===== config.mk =====
export PLATFORM = sky130hd
export DESIGN_NAME = accel_core
export DESIGN_NICKNAME = d
export VERILOG_FILES = /design/src/rtl/accel_pkg.sv /design/src/rtl/sample_timer.sv /design/src/rtl/accel_core.sv
export SDC_FILE = /design/constraint.sdc
export NUM_CORES = 1
export LEC_CHECK = 0
export BUFFER_PORTS_ARGS = -buffer_cell sky130_fd_sc_hd__buf_2
export CELL_PAD_IN_SITES_DETAIL_PLACEMENT = 1
export CELL_PAD_IN_SITES_GLOBAL_PLACEMENT = 1
export CORE_MARGIN = 5
export CORE_UTILIZATION = 47
export CTS_CLUSTER_DIAMETER = 50
export DETAILED_ROUTE_END_ITERATION = 8
export GPL_TIMING_DRIVEN = 0
export PLACE_DENSITY = 0.95
export SYNTH_ARGS = -nofsm -noshare
export SYNTH_HDL_FRONTEND = slang
export SYNTH_SLANG_ARGS = --single-unit

===== constraint.sdc =====
create_clock -name clk -period 10.3 [get_ports clk]
set_input_delay 1.03 -clock clk [delete_from_list [all_inputs] [get_ports clk]]
set_output_delay 1.03 -clock clk [all_outputs]
set_load 0.005 [all_outputs]

===== src/rtl/accel_pkg.sv =====
// Purpose: Shared constants and types for the accelerometer control core.
// Assumes: 50 MHz core clock; register index times four gives the APB byte address.
// Notes: Indices not multiples of four, so every offset is kept as an index.
package accel_pkg;

	localparam int clk_hz = 50_000_000;
	localparam int clk_period_ns = 20;

	// Register indices; byte address is four times the index.
	localparam logic [7:0] dev_status_idx = 8'h05;
	localparam logic [7:0] int_enable_idx = 8'h06;
	localparam logic [7:0] mode_idx = 8'h07;
	localparam logic [7:0] sample_rate_idx = 8'h08;
	localparam logic [7:0] x_lo_idx = 8'h0D;
	localparam logic [7:0] x_hi_idx = 8'h0E;
	localparam logic [7:0] y_lo_idx = 8'h0F;
	localparam logic [7:0] y_hi_idx = 8'h10;
	localparam logic [7:0] z_lo_idx = 8'h11;
	localparam logic [7:0] z_hi_idx = 8'h12;
	localparam logic [7:0] int_status_idx = 8'h14;
	localparam logic [7:0] soft_reset_idx = 8'h1F;
	localparam logic [7:0] range_idx = 8'h20;

	// Field positions.
	localparam int state_lsb = 0;
	localparam int unlock_bit = 3;
	localparam int drive_bit = 6;
	localparam int polarity_bit = 7;
	localparam int sample_ready_bit = 7;
	localparam int reset_req_bit = 0;

	// Reset values.
	localparam logic [7:0] mode_rst = 8'h00;
	localparam logic [7:0] int_enable_rst = 8'h00;
	localparam logic [2:0] rate_rst = 3'h0;
	localparam logic [2:0] range_rst = 3'h0;

	// State field codes.
	localparam logic [1:0] code_standby = 2'h0;
	localparam logic [1:0] code_wake = 2'h1;

	// Timing.
	localparam int wake_time_ns = 10_000;
	localparam int wake_cycles = wake_time_ns / clk_period_ns;
	localparam int slowest_rate_sps = 31;
	localparam int slowest_period_cycles = clk_hz / slowest_rate_sps;
	localparam int rate_code_max = 5;

	typedef enum logic {standby, wake} op_state_e;

	typedef struct packed {
		logic signed [17:0] x;
		logic signed [17:0] y;
		logic signed [17:0] z;
	} axis_raw_s;

	typedef struct packed {
		logic [15:0] x;
		logic [15:0] y;
		logic [15:0] z;
	} axis_sample_s;

endpackage


===== src/rtl/sample_timer.sv =====
// Purpose: Sample clock divider producing one tick per output sample.
// Assumes: Rate code n selects the slowest period shifted right by n, with n clamped to 5.
// Notes: Counter is held at zero when not running, so no tick after the first standby cycle.
`timescale 1ns/1ps
module sample_timer
#(
	parameter int slowest_period = accel_pkg::slowest_period_cycles
)
(
	input wire logic clk,
	input wire logic reset,
	input wire logic run,
	input wire logic [2:0] rate_code,
	output logic tick
);
	localparam int cnt_w = $clog2(slowest_period + 1);
	localparam logic [2:0] code_max = 3'(accel_pkg::rate_code_max);

	logic [cnt_w-1:0] count_ff;
	logic [cnt_w-1:0] nxt_count;
	logic [cnt_w-1:0] period;
	logic tick_ff;
	logic nxt_tick;

	generate
		if (slowest_period < 64)
		begin : g_check
			$error("sample_timer: slowest_period too small for all rate codes");
		end
	endgenerate

	// Codes above the fastest rate clamp to it.
	function automatic logic [cnt_w-1:0] period_of(input logic [2:0] code);
		logic [2:0] sh;
		sh = (code > code_max) ? code_max : code;
		return cnt_w'(slowest_period >> sh);
	endfunction

	always_comb
	begin
		period = period_of(rate_code);
		nxt_tick = 1'b0;
		nxt_count = count_ff;
		if (!run)
			nxt_count = '0;
		else if (count_ff >= period - cnt_w'(1))
		begin
			nxt_count = '0;
			nxt_tick = 1'b1;
		end
		else
			nxt_count = count_ff + cnt_w'(1);
	end

	always_ff @(posedge clk or posedge reset)
	begin
		if (reset)
		begin
			count_ff <= '0;
			tick_ff <= 1'b0;
		end
		else
		begin
			count_ff <= nxt_count;
			tick_ff <= nxt_tick;
		end
	end

	assign tick = tick_ff;

endmodule // sample_timer


===== src/rtl/accel_core.sv =====
// Purpose: Control core of a three-axis accelerometer behind an APB slave.
// Assumes: Two-wire bus pins observed only to find START and STOP conditions.
// Notes: Sample and flag updates wait for a STOP and an idle two-wire bus.
//
// Behaviour
// - Power-up enters standby and stays there.
// - State changes only by software command.
// - Standby to wake within one sample period.
// - Soft reset accepted only while in wake.
// - Standby stops sample clock and sampling.
// - Standby accepts writes to every register.
// - Wake ignores writes except mode and soft reset registers.
// - Unlock bit permits all writes in wake.
// - Status register reports the current state.
// - State code 00 selects standby.
// - State code 01 selects wake, continuous sampling.
// - Wake samples three axes at selected rate.
// - Range field selects span 2 to 16 g.
// - Axis results are saturated 16-bit signed.
// - Wake refreshes the sample holding set every period.
// - New sample moves only after a STOP.
// - Enable register gates events onto interrupt.
// - Status read in wake clears flags and interrupt.
// - Sample-ready flag set once per sample.
// - Interrupt only when sample-ready enable set.
// - Pin polarity and drive follow mode bits.
// - Standby leaves pending flags uncleared.
// - Interrupt status register at index 14h.
// - Updates deferred while bus transaction runs.
`timescale 1ns/1ps
module accel_core
#(
	parameter int slowest_period = accel_pkg::slowest_period_cycles
)
(
	input wire logic clk,
	input wire logic reset,
	input wire logic psel,
	input wire logic penable,
	input wire logic pwrite,
	input wire logic [11:0] paddr,
	input wire logic [31:0] pwdata,
	output logic [31:0] prdata,
	output logic pready,
	output logic pslverr,
	input wire logic scl_in,
	input wire logic sda_in,
	input wire accel_pkg::axis_raw_s raw_sample,
	output logic sample_strobe,
	output logic [2:0] range_select,
	output logic irq_out_n,
	output logic irq_oe_n
);
	localparam int wake_bound = accel_pkg::wake_cycles;

	logic [2:0] scl_sync_ff;
	logic [2:0] sda_sync_ff;
	logic scl_ff;
	logic sda_ff;
	logic nxt_scl;
	logic nxt_sda;
	logic start_evt;
	logic stop_evt;

	accel_pkg::op_state_e op_state_ff;
	accel_pkg::op_state_e nxt_op_state;
	logic [7:0] mode_ff;
	logic [7:0] nxt_mode;
	logic [7:0] int_enable_ff;
	logic [7:0] nxt_int_enable;
	logic [2:0] rate_ff;
	logic [2:0] nxt_rate;
	logic [2:0] range_ff;
	logic [2:0] nxt_range;

	accel_pkg::axis_sample_s held_ff;
	accel_pkg::axis_sample_s nxt_held;
	accel_pkg::axis_sample_s samples_ff;
	accel_pkg::axis_sample_s nxt_samples;
	logic held_valid_ff;
	logic nxt_held_valid;
	logic stop_seen_ff;
	logic nxt_stop_seen;
	logic busy_ff;
	logic nxt_busy;
	logic flag_ff;
	logic nxt_flag;
	logic irq_level_ff;
	logic nxt_irq_level;
	logic irq_oe_n_ff;
	logic nxt_irq_oe_n;

	logic pready_ff;
	logic nxt_pready;
	logic [31:0] prdata_ff;
	logic [31:0] nxt_prdata;
	logic pslverr_ff;
	logic nxt_pslverr;

	logic tick;
	logic [7:0] idx;
	logic done;
	logic wr_done;
	logic wr_ok;
	logic soft_reset;
	logic apply;
	logic status_clear;
	logic irq_active;

	function automatic logic [15:0] saturate(input logic signed [17:0] v);
		if (v > 18'sh0_7FFF)
			return 16'h7FFF;
		else if (v < -18'sh0_8000)
			return 16'h8000;
		else
			return v[15:0];
	endfunction

	function automatic logic mapped(input logic [7:0] i);
		case (i)
			accel_pkg::dev_status_idx, accel_pkg::int_enable_idx, accel_pkg::mode_idx,
			accel_pkg::sample_rate_idx, accel_pkg::x_lo_idx, accel_pkg::x_hi_idx,
			accel_pkg::y_lo_idx, accel_pkg::y_hi_idx, accel_pkg::z_lo_idx,
			accel_pkg::z_hi_idx, accel_pkg::int_status_idx, accel_pkg::soft_reset_idx,
			accel_pkg::range_idx: return 1'b1;
			default: return 1'b0;
		endcase
	endfunction

	sample_timer #(
		.slowest_period(slowest_period)
	) i_sample_timer (
		.clk(clk),
		.reset(reset),
		.run(op_state_ff == accel_pkg::wake),
		.rate_code(rate_ff),
		.tick(tick)
	);

	// Only the agreeing second and third stages are looked at.
	always_comb
	begin
		nxt_scl = (scl_sync_ff[1] == scl_sync_ff[2]) ? scl_sync_ff[2] : scl_ff;
		nxt_sda = (sda_sync_ff[1] == sda_sync_ff[2]) ? sda_sync_ff[2] : sda_ff;
		start_evt = scl_ff && nxt_scl && sda_ff && !nxt_sda;
		stop_evt = scl_ff && nxt_scl && !sda_ff && nxt_sda;
	end

	always_ff @(posedge clk or posedge reset)
	begin
		if (reset)
		begin
			scl_sync_ff <= 3'h7;
			sda_sync_ff <= 3'h7;
			scl_ff <= 1'b1;
			sda_ff <= 1'b1;
		end
		else
		begin
			scl_sync_ff <= {scl_sync_ff[1:0], scl_in};
			sda_sync_ff <= {sda_sync_ff[1:0], sda_in};
			scl_ff <= nxt_scl;
			sda_ff <= nxt_sda;
		end
	end

	assign idx = paddr[9:2];
	assign done = psel && penable && pready_ff;
	assign wr_done = done && pwrite && mapped(idx) && paddr[1:0] == 2'h0;
	assign wr_ok = op_state_ff == accel_pkg::standby
		|| idx == accel_pkg::mode_idx || idx == accel_pkg::soft_reset_idx
		|| mode_ff[accel_pkg::unlock_bit];
	assign soft_reset = wr_done && idx == accel_pkg::soft_reset_idx
		&& pwdata[accel_pkg::reset_req_bit] && op_state_ff == accel_pkg::wake;

	// Configuration and operating state.
	always_comb
	begin
		nxt_op_state = op_state_ff;
		nxt_mode = mode_ff;
		nxt_int_enable = int_enable_ff;
		nxt_rate = rate_ff;
		nxt_range = range_ff;
		if (soft_reset)
		begin
			nxt_op_state = accel_pkg::standby;
			nxt_mode = accel_pkg::mode_rst;
			nxt_int_enable = accel_pkg::int_enable_rst;
			nxt_rate = accel_pkg::rate_rst;
			nxt_range = accel_pkg::range_rst;
		end
		else if (wr_done && wr_ok)
		begin
			case (idx)
				accel_pkg::mode_idx:
				begin
					nxt_mode = pwdata[7:0];
					// Codes 10 and 11 leave the state as it is.
					case (pwdata[accel_pkg::state_lsb +: 2])
						accel_pkg::code_standby: nxt_op_state = accel_pkg::standby;
						accel_pkg::code_wake: nxt_op_state = accel_pkg::wake;
						default: nxt_op_state = op_state_ff;
					endcase
				end
				accel_pkg::int_enable_idx: nxt_int_enable = pwdata[7:0];
				accel_pkg::sample_rate_idx: nxt_rate = pwdata[2:0];
				accel_pkg::range_idx: nxt_range = pwdata[2:0];
				default: nxt_mode = mode_ff;
			endcase
		end
	end

	always_ff @(posedge clk or posedge reset)
	begin
		if (reset)
		begin
			op_state_ff <= accel_pkg::standby;
			mode_ff <= accel_pkg::mode_rst;
			int_enable_ff <= accel_pkg::int_enable_rst;
			rate_ff <= accel_pkg::rate_rst;
			range_ff <= accel_pkg::range_rst;
		end
		else
		begin
			op_state_ff <= nxt_op_state;
			mode_ff <= nxt_mode;
			int_enable_ff <= nxt_int_enable;
			rate_ff <= nxt_rate;
			range_ff <= nxt_range;
		end
	end

	assign range_select = range_ff;
	assign sample_strobe = tick;

	// Samples are parked in a holding set until the two-wire bus allows the move.
	assign apply = held_valid_ff && stop_seen_ff && !busy_ff && !start_evt;
	assign status_clear = done && !pwrite && idx == accel_pkg::int_status_idx
		&& op_state_ff == accel_pkg::wake;

	always_comb
	begin
		nxt_held = held_ff;
		nxt_held_valid = held_valid_ff;
		nxt_samples = samples_ff;
		nxt_stop_seen = stop_seen_ff || stop_evt;
		nxt_busy = (busy_ff || start_evt) && !stop_evt;
		if (apply)
		begin
			nxt_samples = held_ff;
			nxt_held_valid = 1'b0;
			nxt_stop_seen = stop_evt;
		end
		if (tick)
		begin
			nxt_held.x = saturate(raw_sample.x);
			nxt_held.y = saturate(raw_sample.y);
			nxt_held.z = saturate(raw_sample.z);
			nxt_held_valid = 1'b1;
		end
		if (soft_reset)
		begin
			nxt_held_valid = 1'b0;
			nxt_samples = '0;
		end
		// Set wins over a simultaneous clear so no sample is lost.
		nxt_flag = apply || (flag_ff && !status_clear && !soft_reset);
		irq_active = flag_ff && int_enable_ff[accel_pkg::sample_ready_bit];
		nxt_irq_level = mode_ff[accel_pkg::polarity_bit] ? irq_active : !irq_active;
		if (mode_ff[accel_pkg::drive_bit])
		begin
			nxt_irq_oe_n = 1'b0;
		end
		else
		begin
			nxt_irq_oe_n = nxt_irq_level;
			nxt_irq_level = 1'b0;
		end
	end

	always_ff @(posedge clk or posedge reset)
	begin
		if (reset)
		begin
			held_ff <= '0;
			held_valid_ff <= 1'b0;
			samples_ff <= '0;
			stop_seen_ff <= 1'b1;
			busy_ff <= 1'b0;
			flag_ff <= 1'b0;
			irq_level_ff <= 1'b0;
			irq_oe_n_ff <= 1'b1;
		end
		else
		begin
			held_ff <= nxt_held;
			held_valid_ff <= nxt_held_valid;
			samples_ff <= nxt_samples;
			stop_seen_ff <= nxt_stop_seen;
			busy_ff <= nxt_busy;
			flag_ff <= nxt_flag;
			irq_level_ff <= nxt_irq_level;
			irq_oe_n_ff <= nxt_irq_oe_n;
		end
	end

	assign irq_out_n = irq_level_ff;
	assign irq_oe_n = irq_oe_n_ff;

	// One wait state lets read data come from a flip-flop.
	always_comb
	begin
		nxt_pready = 1'b0;
		nxt_prdata = prdata_ff;
		nxt_pslverr = 1'b0;
		if (psel && penable && !pready_ff)
		begin
			nxt_pready = 1'b1;
			nxt_pslverr = !mapped(idx) || paddr[1:0] != 2'h0;
			case (idx)
				accel_pkg::dev_status_idx: nxt_prdata = {30'h0000_0000,
					(op_state_ff == accel_pkg::wake) ? accel_pkg::code_wake
					: accel_pkg::code_standby};
				accel_pkg::int_enable_idx: nxt_prdata = {24'h00_0000, int_enable_ff};
				accel_pkg::mode_idx: nxt_prdata = {24'h00_0000, mode_ff};
				accel_pkg::sample_rate_idx: nxt_prdata = {29'h0000_0000, rate_ff};
				accel_pkg::range_idx: nxt_prdata = {29'h0000_0000, range_ff};
				accel_pkg::x_lo_idx: nxt_prdata = {24'h00_0000, samples_ff.x[7:0]};
				accel_pkg::x_hi_idx: nxt_prdata = {24'h00_0000, samples_ff.x[15:8]};
				accel_pkg::y_lo_idx: nxt_prdata = {24'h00_0000, samples_ff.y[7:0]};
				accel_pkg::y_hi_idx: nxt_prdata = {24'h00_0000, samples_ff.y[15:8]};
				accel_pkg::z_lo_idx: nxt_prdata = {24'h00_0000, samples_ff.z[7:0]};
				accel_pkg::z_hi_idx: nxt_prdata = {24'h00_0000, samples_ff.z[15:8]};
				accel_pkg::int_status_idx: nxt_prdata = {24'h00_0000, flag_ff, 7'h00};
				default: nxt_prdata = 32'h0000_0000;
			endcase
		end
	end

	always_ff @(posedge clk or posedge reset)
	begin
		if (reset)
		begin
			pready_ff <= 1'b0;
			prdata_ff <= 32'h0000_0000;
			pslverr_ff <= 1'b0;
		end
		else
		begin
			pready_ff <= nxt_pready;
			prdata_ff <= nxt_prdata;
			pslverr_ff <= nxt_pslverr;
		end
	end

	assign pready = pready_ff;
	assign prdata = prdata_ff;
	assign pslverr = pslverr_ff;
endmodule // accel_core


==> results of run 1 <==
-- cell families (layout without fill, tap and decap cells) --
kind of cell	count (synthesis)	count (layout)	synth area share
mux	76	76	0.0907
xor+xnor	22	22	0.0222
compound gates	199	199	0.149
flops	165	165	0.478
simple gates	256	256	0.143
other cells	1	24	0.000433
buf+inv	134	260	0.0709
fa+ha+maj	32	32	0.0456
-- stage by stage --
step           setup WS (ns)  power (mW)   util  hold WS [ns]  cell area, sq um
6_report                5.83        1.48  0.564         0.360             10200
5_1_grt                 5.62        1.52  0.564         0.365             10200
4_1_cts                 5.92        1.48  0.564         0.363             10200
2_1_floorplan           4.82       0.737      -         0.345              8750
3_3_place_gp            3.12       0.773  0.527         0.346              9500
3_5_place_dp            5.97       0.783  0.529         0.347              9540
-- layer usage --
layer,up-vias,global-route usage
met5,-,0
met4,0,0.131
met3,114,0.0529
met2,407,0.470
met1,3801,0.333
li1,3342,-
-- flip-flops by register name, summed over array words and instances, names as in the netlist, 3 cells and up --
| signal | flops |
|---|---|
| held_ff | 48 |
| samples_ff | 48 |
| i_sample_timer.count_ff | 21 |
| int_enable_ff | 8 |
| mode_ff | 8 |
| prdata | 8 |
| range_select | 3 |
| rate_ff | 3 |
| scl_sync_ff | 3 |
| sda_sync_ff | 3 |
-- power breakdown --
| group | leakage, nW | switching [mW] | internal, mW | total [mW] |
|---|---|---|---|---|
| registers | 1.78 | 0.0127 | 0.664 | 0.677 |
| clock network | 0.296 | 0.279 | 0.420 | 0.699 |
| logic | 2.76 | 0.0642 | 0.0362 | 0.100 |
-- cell usage in the layout (no fill, tap or decap), drive strengths merged, types with 3 or more instances in the layout --
master | synthesis | layout
dfrtp | 155 | 155
buf | 44 | 138
nor2 | 87 | 87
o21ai | 75 | 75
inv | 61 | 63
nand2 | 57 | 57
mux2i | 56 | 56
clkbuf | 29 | 50
o211ai | 45 | 45
nor3 | 31 | 31
ha | 30 | 30
conb | 1 | 24
a21oi | 21 | 21
nand3 | 21 | 21
mux2 | 20 | 20
nor2b | 16 | 16
a22oi | 15 | 15
xor2 | 14 | 14
nand4 | 11 | 11
dfstp | 10 | 10
xnor2 | 8 | 8
a32o | 7 | 7
nand2b | 6 | 6
and3 | 6 | 6
nor4 | 4 | 4
o2111ai | 4 | 4
a211oi | 4 | 4
o22ai | 4 | 4
clkinvlp | 0 | 4
bufinv | 0 | 4
nand3b | 3 | 3
and2 | 3 | 3
or2 | 3 | 3
a32oi | 3 | 3
-- worst max path at each step --
stage / to / slack (ns) / depth (start not counted)
6_report: i_sample_timer.count_ff[14] / 5.83 / 15
5_1_grt: i_sample_timer.count_ff[12] / 5.62 / 15
4_1_cts: i_sample_timer.count_ff[12] / 5.92 / 15
3_5_place_dp: i_sample_timer.count_ff[20] / 5.97 / 15
3_3_place_gp: mode_ff[5] / 3.12 / 2
2_1_floorplan: busy_ff / 4.82 / 1
-- worst max-delay path: stages (launching register included) --
cell	delay, ns
dfrtp_1	0.32
clkbuf_1	0.35
nor2b_1	0.52
ha_1	0.35
a21oi_1	0.21
ha_1	0.23
o2111ai_1	0.15
xnor2_1	0.27
ha_1	0.29
nand4_1	0.13
nor4_1	0.07
a2111oi_0	0.42
nor2_1	0.10
o31a_1	0.35
clkbuf_1	0.26
nor3_1	0.31
-- cell type report --
cell class | instances | area share
Sequential cell | 165 | 0.407
Inverter | 61 | 0.0233
Clock buffer | 21 | 0.0453
Multi-Input combinational cell | 609 | 0.393
Timing Repair Buffer | 94 | 0.0485
Clock inverter | 11 | 0.0170
Tap cell | 229 | 0.0282
Buffer | 73 | 0.0379
==> summary.md, run 1 <==
| Metric | Value |
|---|---|
| Status | completed |
| Flops & latches, synth | approximately 170 |
| Ratio of cells with drive above 1 in the final layout | 0.196 |
| Initial DRC count | around 580 |
| IO Port Bufs | 93 |
| Worst Setup Start Kind | flip-flop |
| Fill count | approximately 2000 |
| Crit share post-route | 0.434 |
| Slew Viols, Final | 0 |
| Largest area contributor in the netlist | dfrtp_1 |
| Critical R2R Capture | i_sample_timer.count_ff[14] |
| Rel. slew slack | 0.370 |
| Static leakage | roughly 4.8 nW |
| WS Path Type | reg2reg |
| Largest net degree at the start of global routing | between 100 and 150 |
| Sequential cell area | around 4100 sq um |
| Post-CTS Resized | 0 |
| Total clock sinks | between 150 and 200 |
| Worst slew pin tran | between 0.9 and 1 ns |
| Initial antenna violation count | 0 |
| TritonCTS buffer count | 17 |
| PD cells | 145 nW/um^2 |
| Final Hold Fails | 0 |
| Drc violations | 0 |
| Met1 WL | 11.4 mm |
| Die area | 21200 sq um |
| Clock Latency Late Sink | approximately 0.44 ns |
| Clk pin slew, worst setup/hold paths | around 0.06 ns |
| WL/cell | around 23 um |
| Met2 wire length | about 15 mm |
| Die Ht | 146 um |
| # hold bufs at CTS | 0 |
| Reg2reg start | rate_ff[1] |
| Maximum VDD drop | around 0.13 mV |
| Most frequent cells after synthesis | dfrtp_1 (155), nor2_1 (83), o21ai_0 (75) |
| Sequential area share after synthesis | 0.478 |
| Critical Path Source | rate_ff[1] |
| Drt total wl | a little under 30 mm |
| GRT Residual Overflow | 0 |
| Synth area leaders | dfrtp_1 (45%), mux2i_1 (6.5%), ha_1 (4.3%), o21ai_0 (4.3%), o211ai_1 (3.9%) |
| Core area | ~18000 sq um |
| RSZ-0062 raised after global routing | false |
| Worst Path Max Fanout | 10 |
| Max Cap Viol | 0 |
| Global-route wire length before repair | between 40 and 50 mm |
| DRT antenna net count | 0 |
| Top sig layer | met4 |
| Io pins | roughly 150 |
| Avg Inst Size Synth | about 9.8 sq um |
| CP arrival | between 4 and 5 ns |
| Ys async rst share | 1.00 |
| Vias in the first global route | between 8000 and 9000 |
| Element type at the critical path end | flip-flop |
| DR pass1 iterations | 5 |
| Worst Reg2Reg Path Length in Cells | 15 |
| Worst Skew | around 0.018 ns |
| Placed insts | ~1200 |
| CTS root buf | clkbuf_16 |
| DP Wirelength | a little over 20 mm |
| Nets | 1156 |
| Worst EP required | around 11 ns |
| Via Count | about 7700 |
| Hold-critical path endpoint | scl_sync_ff[1] |
| Synthesized area | slightly below 9000 sq um |
| Max Fclk | roughly 0.22 GHz |
| Count leader, synth | dfrtp_1 |
| GRT Overall Usage | 0.275 |
| Main synth FF type | dfrtp_1 |
| R2R setup slack | approximately 5.8 ns |
| Crit path time final | 4.47 ns |
| Met3 wire len | approximately 1.9 mm |
| Clock Tree Buf Depth | 2 |
| CTS tree | built |
| H-tree levels | 4 |
| Top cell type's share of synthesized area | 0.448 |
| Setup bufs post-CTS | 0 |
| Number of synthesized flops with an enable pin | 0 |
| Unique masters post-synth | 62 |
| Routability congestion estimate | roughly 0.9 |
| Final std cells w/o fill | approximately 1300 |
| Row count | around 50 |
| Hold Crit Class | reg2reg |
| Initial core utilization | 0.481 |
| Detail-routed via count per cell | slightly above 6 |
| Synth Warn # | 0 |
| Die Width | approximately 150 um |
| Multi-input logic area | around 4000 sq um |
| Hold wc startpoint | scl_sync_ff[0] |
| N_diodes | 0 |
| Worst hold path stage count | 0 |
| Synth Instances | approximately 890 |
| Setup TNS | 0 ns |
| Final setup violating endpoints | 0 |
| Layout area overhead | 17.4% |
No activity file was read; power rests on OpenSTA's default activity.
==> inputs of run 2 (changes only) <==
CORE_UTILIZATION = 39   (was 47)
PLACE_DENSITY = 0.87   (was 0.95)
clock period = 3.8 ns   (was 10.3 ns; I/O delays follow)
==> summary.md, run 2 (synthesized netlist as in run 1, its figures left out) <==
| Metric | Value |
|---|---|
| Final Hold Fails | 0 (unchanged) |
| Max Cap Viol | 0 (unchanged) |
| TritonCTS buffer count | 17 (unchanged) |
| Slew Viols, Final | 0 (unchanged) |
| Row count | 54 (+10%) |
| CP arrival | 3.87 ns (-0.93 ns) |
| H-tree levels | 4 (unchanged) |
| Initial DRC count | 357 (-38%) |
| Initial core utilization | 0.397 (-0.0836) |
| Rel. slew slack | 0.417 (+0.0476) |
| PD cells | 376 nW/um^2 (+160%) |
| WL/cell | 20.5 um (-13%) |
| Maximum VDD drop | 0.233 mV (+77%) |
| Global-route wire length before repair | 43.6 mm (-6.7%) |
| Commonest non-fill, non-tap cell in the layout | dfrtp_1 |
| CTS tree | built |
| Max incr delay on CP | 0.46 ns (-0.06 ns) |
| Most frequent cells in the layout | dfrtp_1 (152), buf_2 (104), nor2_1 (83) |
| Die Width | 159 um (+9.1%) |
| Ratio of cells with drive above 1 in the final layout | 0.219 (+0.0231) |
| Worst hold slack | 0.00722 ns (-0.353 ns) |
| CTS root buf | clkbuf_16 |
| Vias in the first global route | 8077 (-3.6%) |
| DP Worst Slack | -0.447 ns (-6.41 ns) |
| Setup TNS | 0 ns (unchanged) |
| Layout area overhead | 19.6% |
| Largest net degree at the start of global routing | 44 (-67%) |
| Worst Setup Slack, final | 0.267 ns (-5.56 ns) |
| IO Port Bufs | 93 (unchanged) |
| Placed inst area | 9650 sq um (+1.2%) |
| Fin area | 10400 sq um (+1.9%) |
| Element type at the critical path end | flip-flop |
| Slowest cell on crit path | dfrtp_2 |
| R2R setup slack | 0.27 ns (-5.56 ns) |
| Placed insts | 1285 (+4.4%) |
| Crit path time final | 3.53 ns (-0.941 ns) |
| Worst slew pin tran | 0.872 ns (-0.0712 ns) |
| Drc violations | 0 (unchanged) |
| Die area | 25300 sq um (+19%) |
| WS Path Type | reg2reg |
| Worst Reg2Reg Path Length in Cells | 14 (-1) |
| Worst Path Max Fanout | 10 (unchanged) |
| Status | completed |
| Routability congestion estimate | 0.897 (-0.52%) |
| Worst path top cell family by delay | compound AO/OA/AOI/OAI gates |
| Io pins | 145 (unchanged) |
| Max Fclk | 0.283 GHz (+27%) |
| RSZ-0062 raised after global routing | false |
| Final std cells w/o fill | 1319 (+4.4%) |
| GRT Overall Usage | 0.210 (-0.0642) |
| Worst Skew | 0.00951 ns (-0.00838 ns) |
| Registers with the most flip-flops | held_ff: 48 flops, samples_ff: 48 flops, i_sample_timer.count_ff: 21 flops |
| N_diodes | 0 (unchanged) |
| Crit path cell chain | a21o_1, ha_1, a21oi_2, ha_1, o2111ai_1, xnor2_1, ha_1, a211oi_1, nor2_1, nor3_1, a211oi_1, o31a_1, buf_4, nor3_2 |
| Total clock sinks | 165 (unchanged) |
| Reg2reg start | rate_ff[2] |
| Core area | 21800 sq um (+21%) |
| DRT antenna net count | 0 (unchanged) |
| Die Ht | 159 um (+9.1%) |
| Hold Crit Class | in2async |
| GRT Residual Overflow | 0 (unchanged) |
| Critical R2R Capture | i_sample_timer.count_ff[20] |
| Detail-routed via count per cell | 5.58 (-8.0%) |
| CP most frequent cell | ha_1 |
| DP Wirelength | 19.4 mm (-4.9%) |
| Nets | 1163 (+0.61%) |
| Initial antenna violation count | 0 (unchanged) |
| Drt total wl | 27.0 mm (-8.7%) |
| WP buf/inv | 1 (-1) |
| Design Power | 3.90 mW (+160%) |
| DR pass1 iterations | 5 (unchanged) |
| Util after Layout | 0.475 (-0.0895) |
| Via Count | 7361 (-4.0%) |
| # hold bufs at CTS | 0 (unchanged) |
| Final setup violating endpoints | 0 (unchanged) |
| Clk pin slew, worst setup/hold paths | 0.07 ns (about the same) |
| Clock Latency Late Sink | 0.43 ns (about the same) |
| Worst Setup Start Kind | flip-flop |
| Clock Tree Buf Depth | 2 (unchanged) |
| Static leakage | 4.89 nW (+1.1%) |
| Worst EP required | 4.14 ns (-6.49 ns) |
| Crit share post-route | 0.930 (+0.495) |
run 2: changes by cell type in the layout (fill, tap and decap cells not counted), moves of 2 or more:
cell and change:
clkinvlp_4 -2, clkbuf_1 -6, dfrtp_1 -3, nor3_2 +8, clkinv_4 +3, buf_4 +8, buf_12 +4, dfrtp_2 +3
nor3_1 -8
run 2: worst max-delay path by stage:
stage / start / end / depth (start not counted)
after floorplan: rate_ff[1] / i_sample_timer.count_ff[10] / 15
after global placement: rate_ff[1] / i_sample_timer.count_ff[20] / 15
after detailed placement: rate_ff[1] / i_sample_timer.count_ff[20] / 15
after CTS: rate_ff[2] / i_sample_timer.count_ff[9] / 14
after global routing: rate_ff[2] / i_sample_timer.count_ff[16] / 14
final: rate_ff[2] / i_sample_timer.count_ff[20] / 14
run 2: power breakdown:
group          internal [mW]  switching (mW)  total [mW]
Clock                   1.07           0.739        1.81
Sequential              1.80          0.0236        1.82
Combinational          0.104           0.164       0.268
Total                   2.97           0.927        3.90
run 2: cell type report:
cell class | instances | area [sq um]
flip-flops and latches | 165 | 4150
clock inverters | 11 | 151
plain buffers | 71 | 385
multi-input cells | 609 | 4050
clock buffers | 19 | 453
fillers | 2501 | 11500
inverters | 61 | 233
repair buffers | 103 | 591
well taps | 280 | 350
run 2: timing repair:
| action | CTS | global route |
|---|---|---|
| resized for setup | 7 | 17 |
| pin swaps | 0 | 2 |
| hold endpoints to repair | 0 | 0 |
| setup buffers | 0 | 6 |
| setup endpoints to repair | 22 | 22 |
run 2: per-layer routing:
layer | vias up | share of wire | track usage
met5 | - | 0 | 0
met4 | 0 | 0.036 | 0.0814
met3 | 70 | 0.037 | 0.0362
met2 | 220 | 0.51 | 0.364
met1 | 3728 | 0.42 | 0.263
li1 | 3343 | - | -
run 2: worst register-to-register path, stage by stage (launching register included):
cell,delay [ns]
dfrtp_2,0.46
a21o_1,0.23
ha_1,0.34
a21oi_2,0.19
ha_1,0.21
o2111ai_1,0.15
xnor2_1,0.21
ha_1,0.28
a211oi_1,0.25
nor2_1,0.10
nor3_1,0.19
a211oi_1,0.10
o31a_1,0.30
buf_4,0.21
nor3_2,0.23
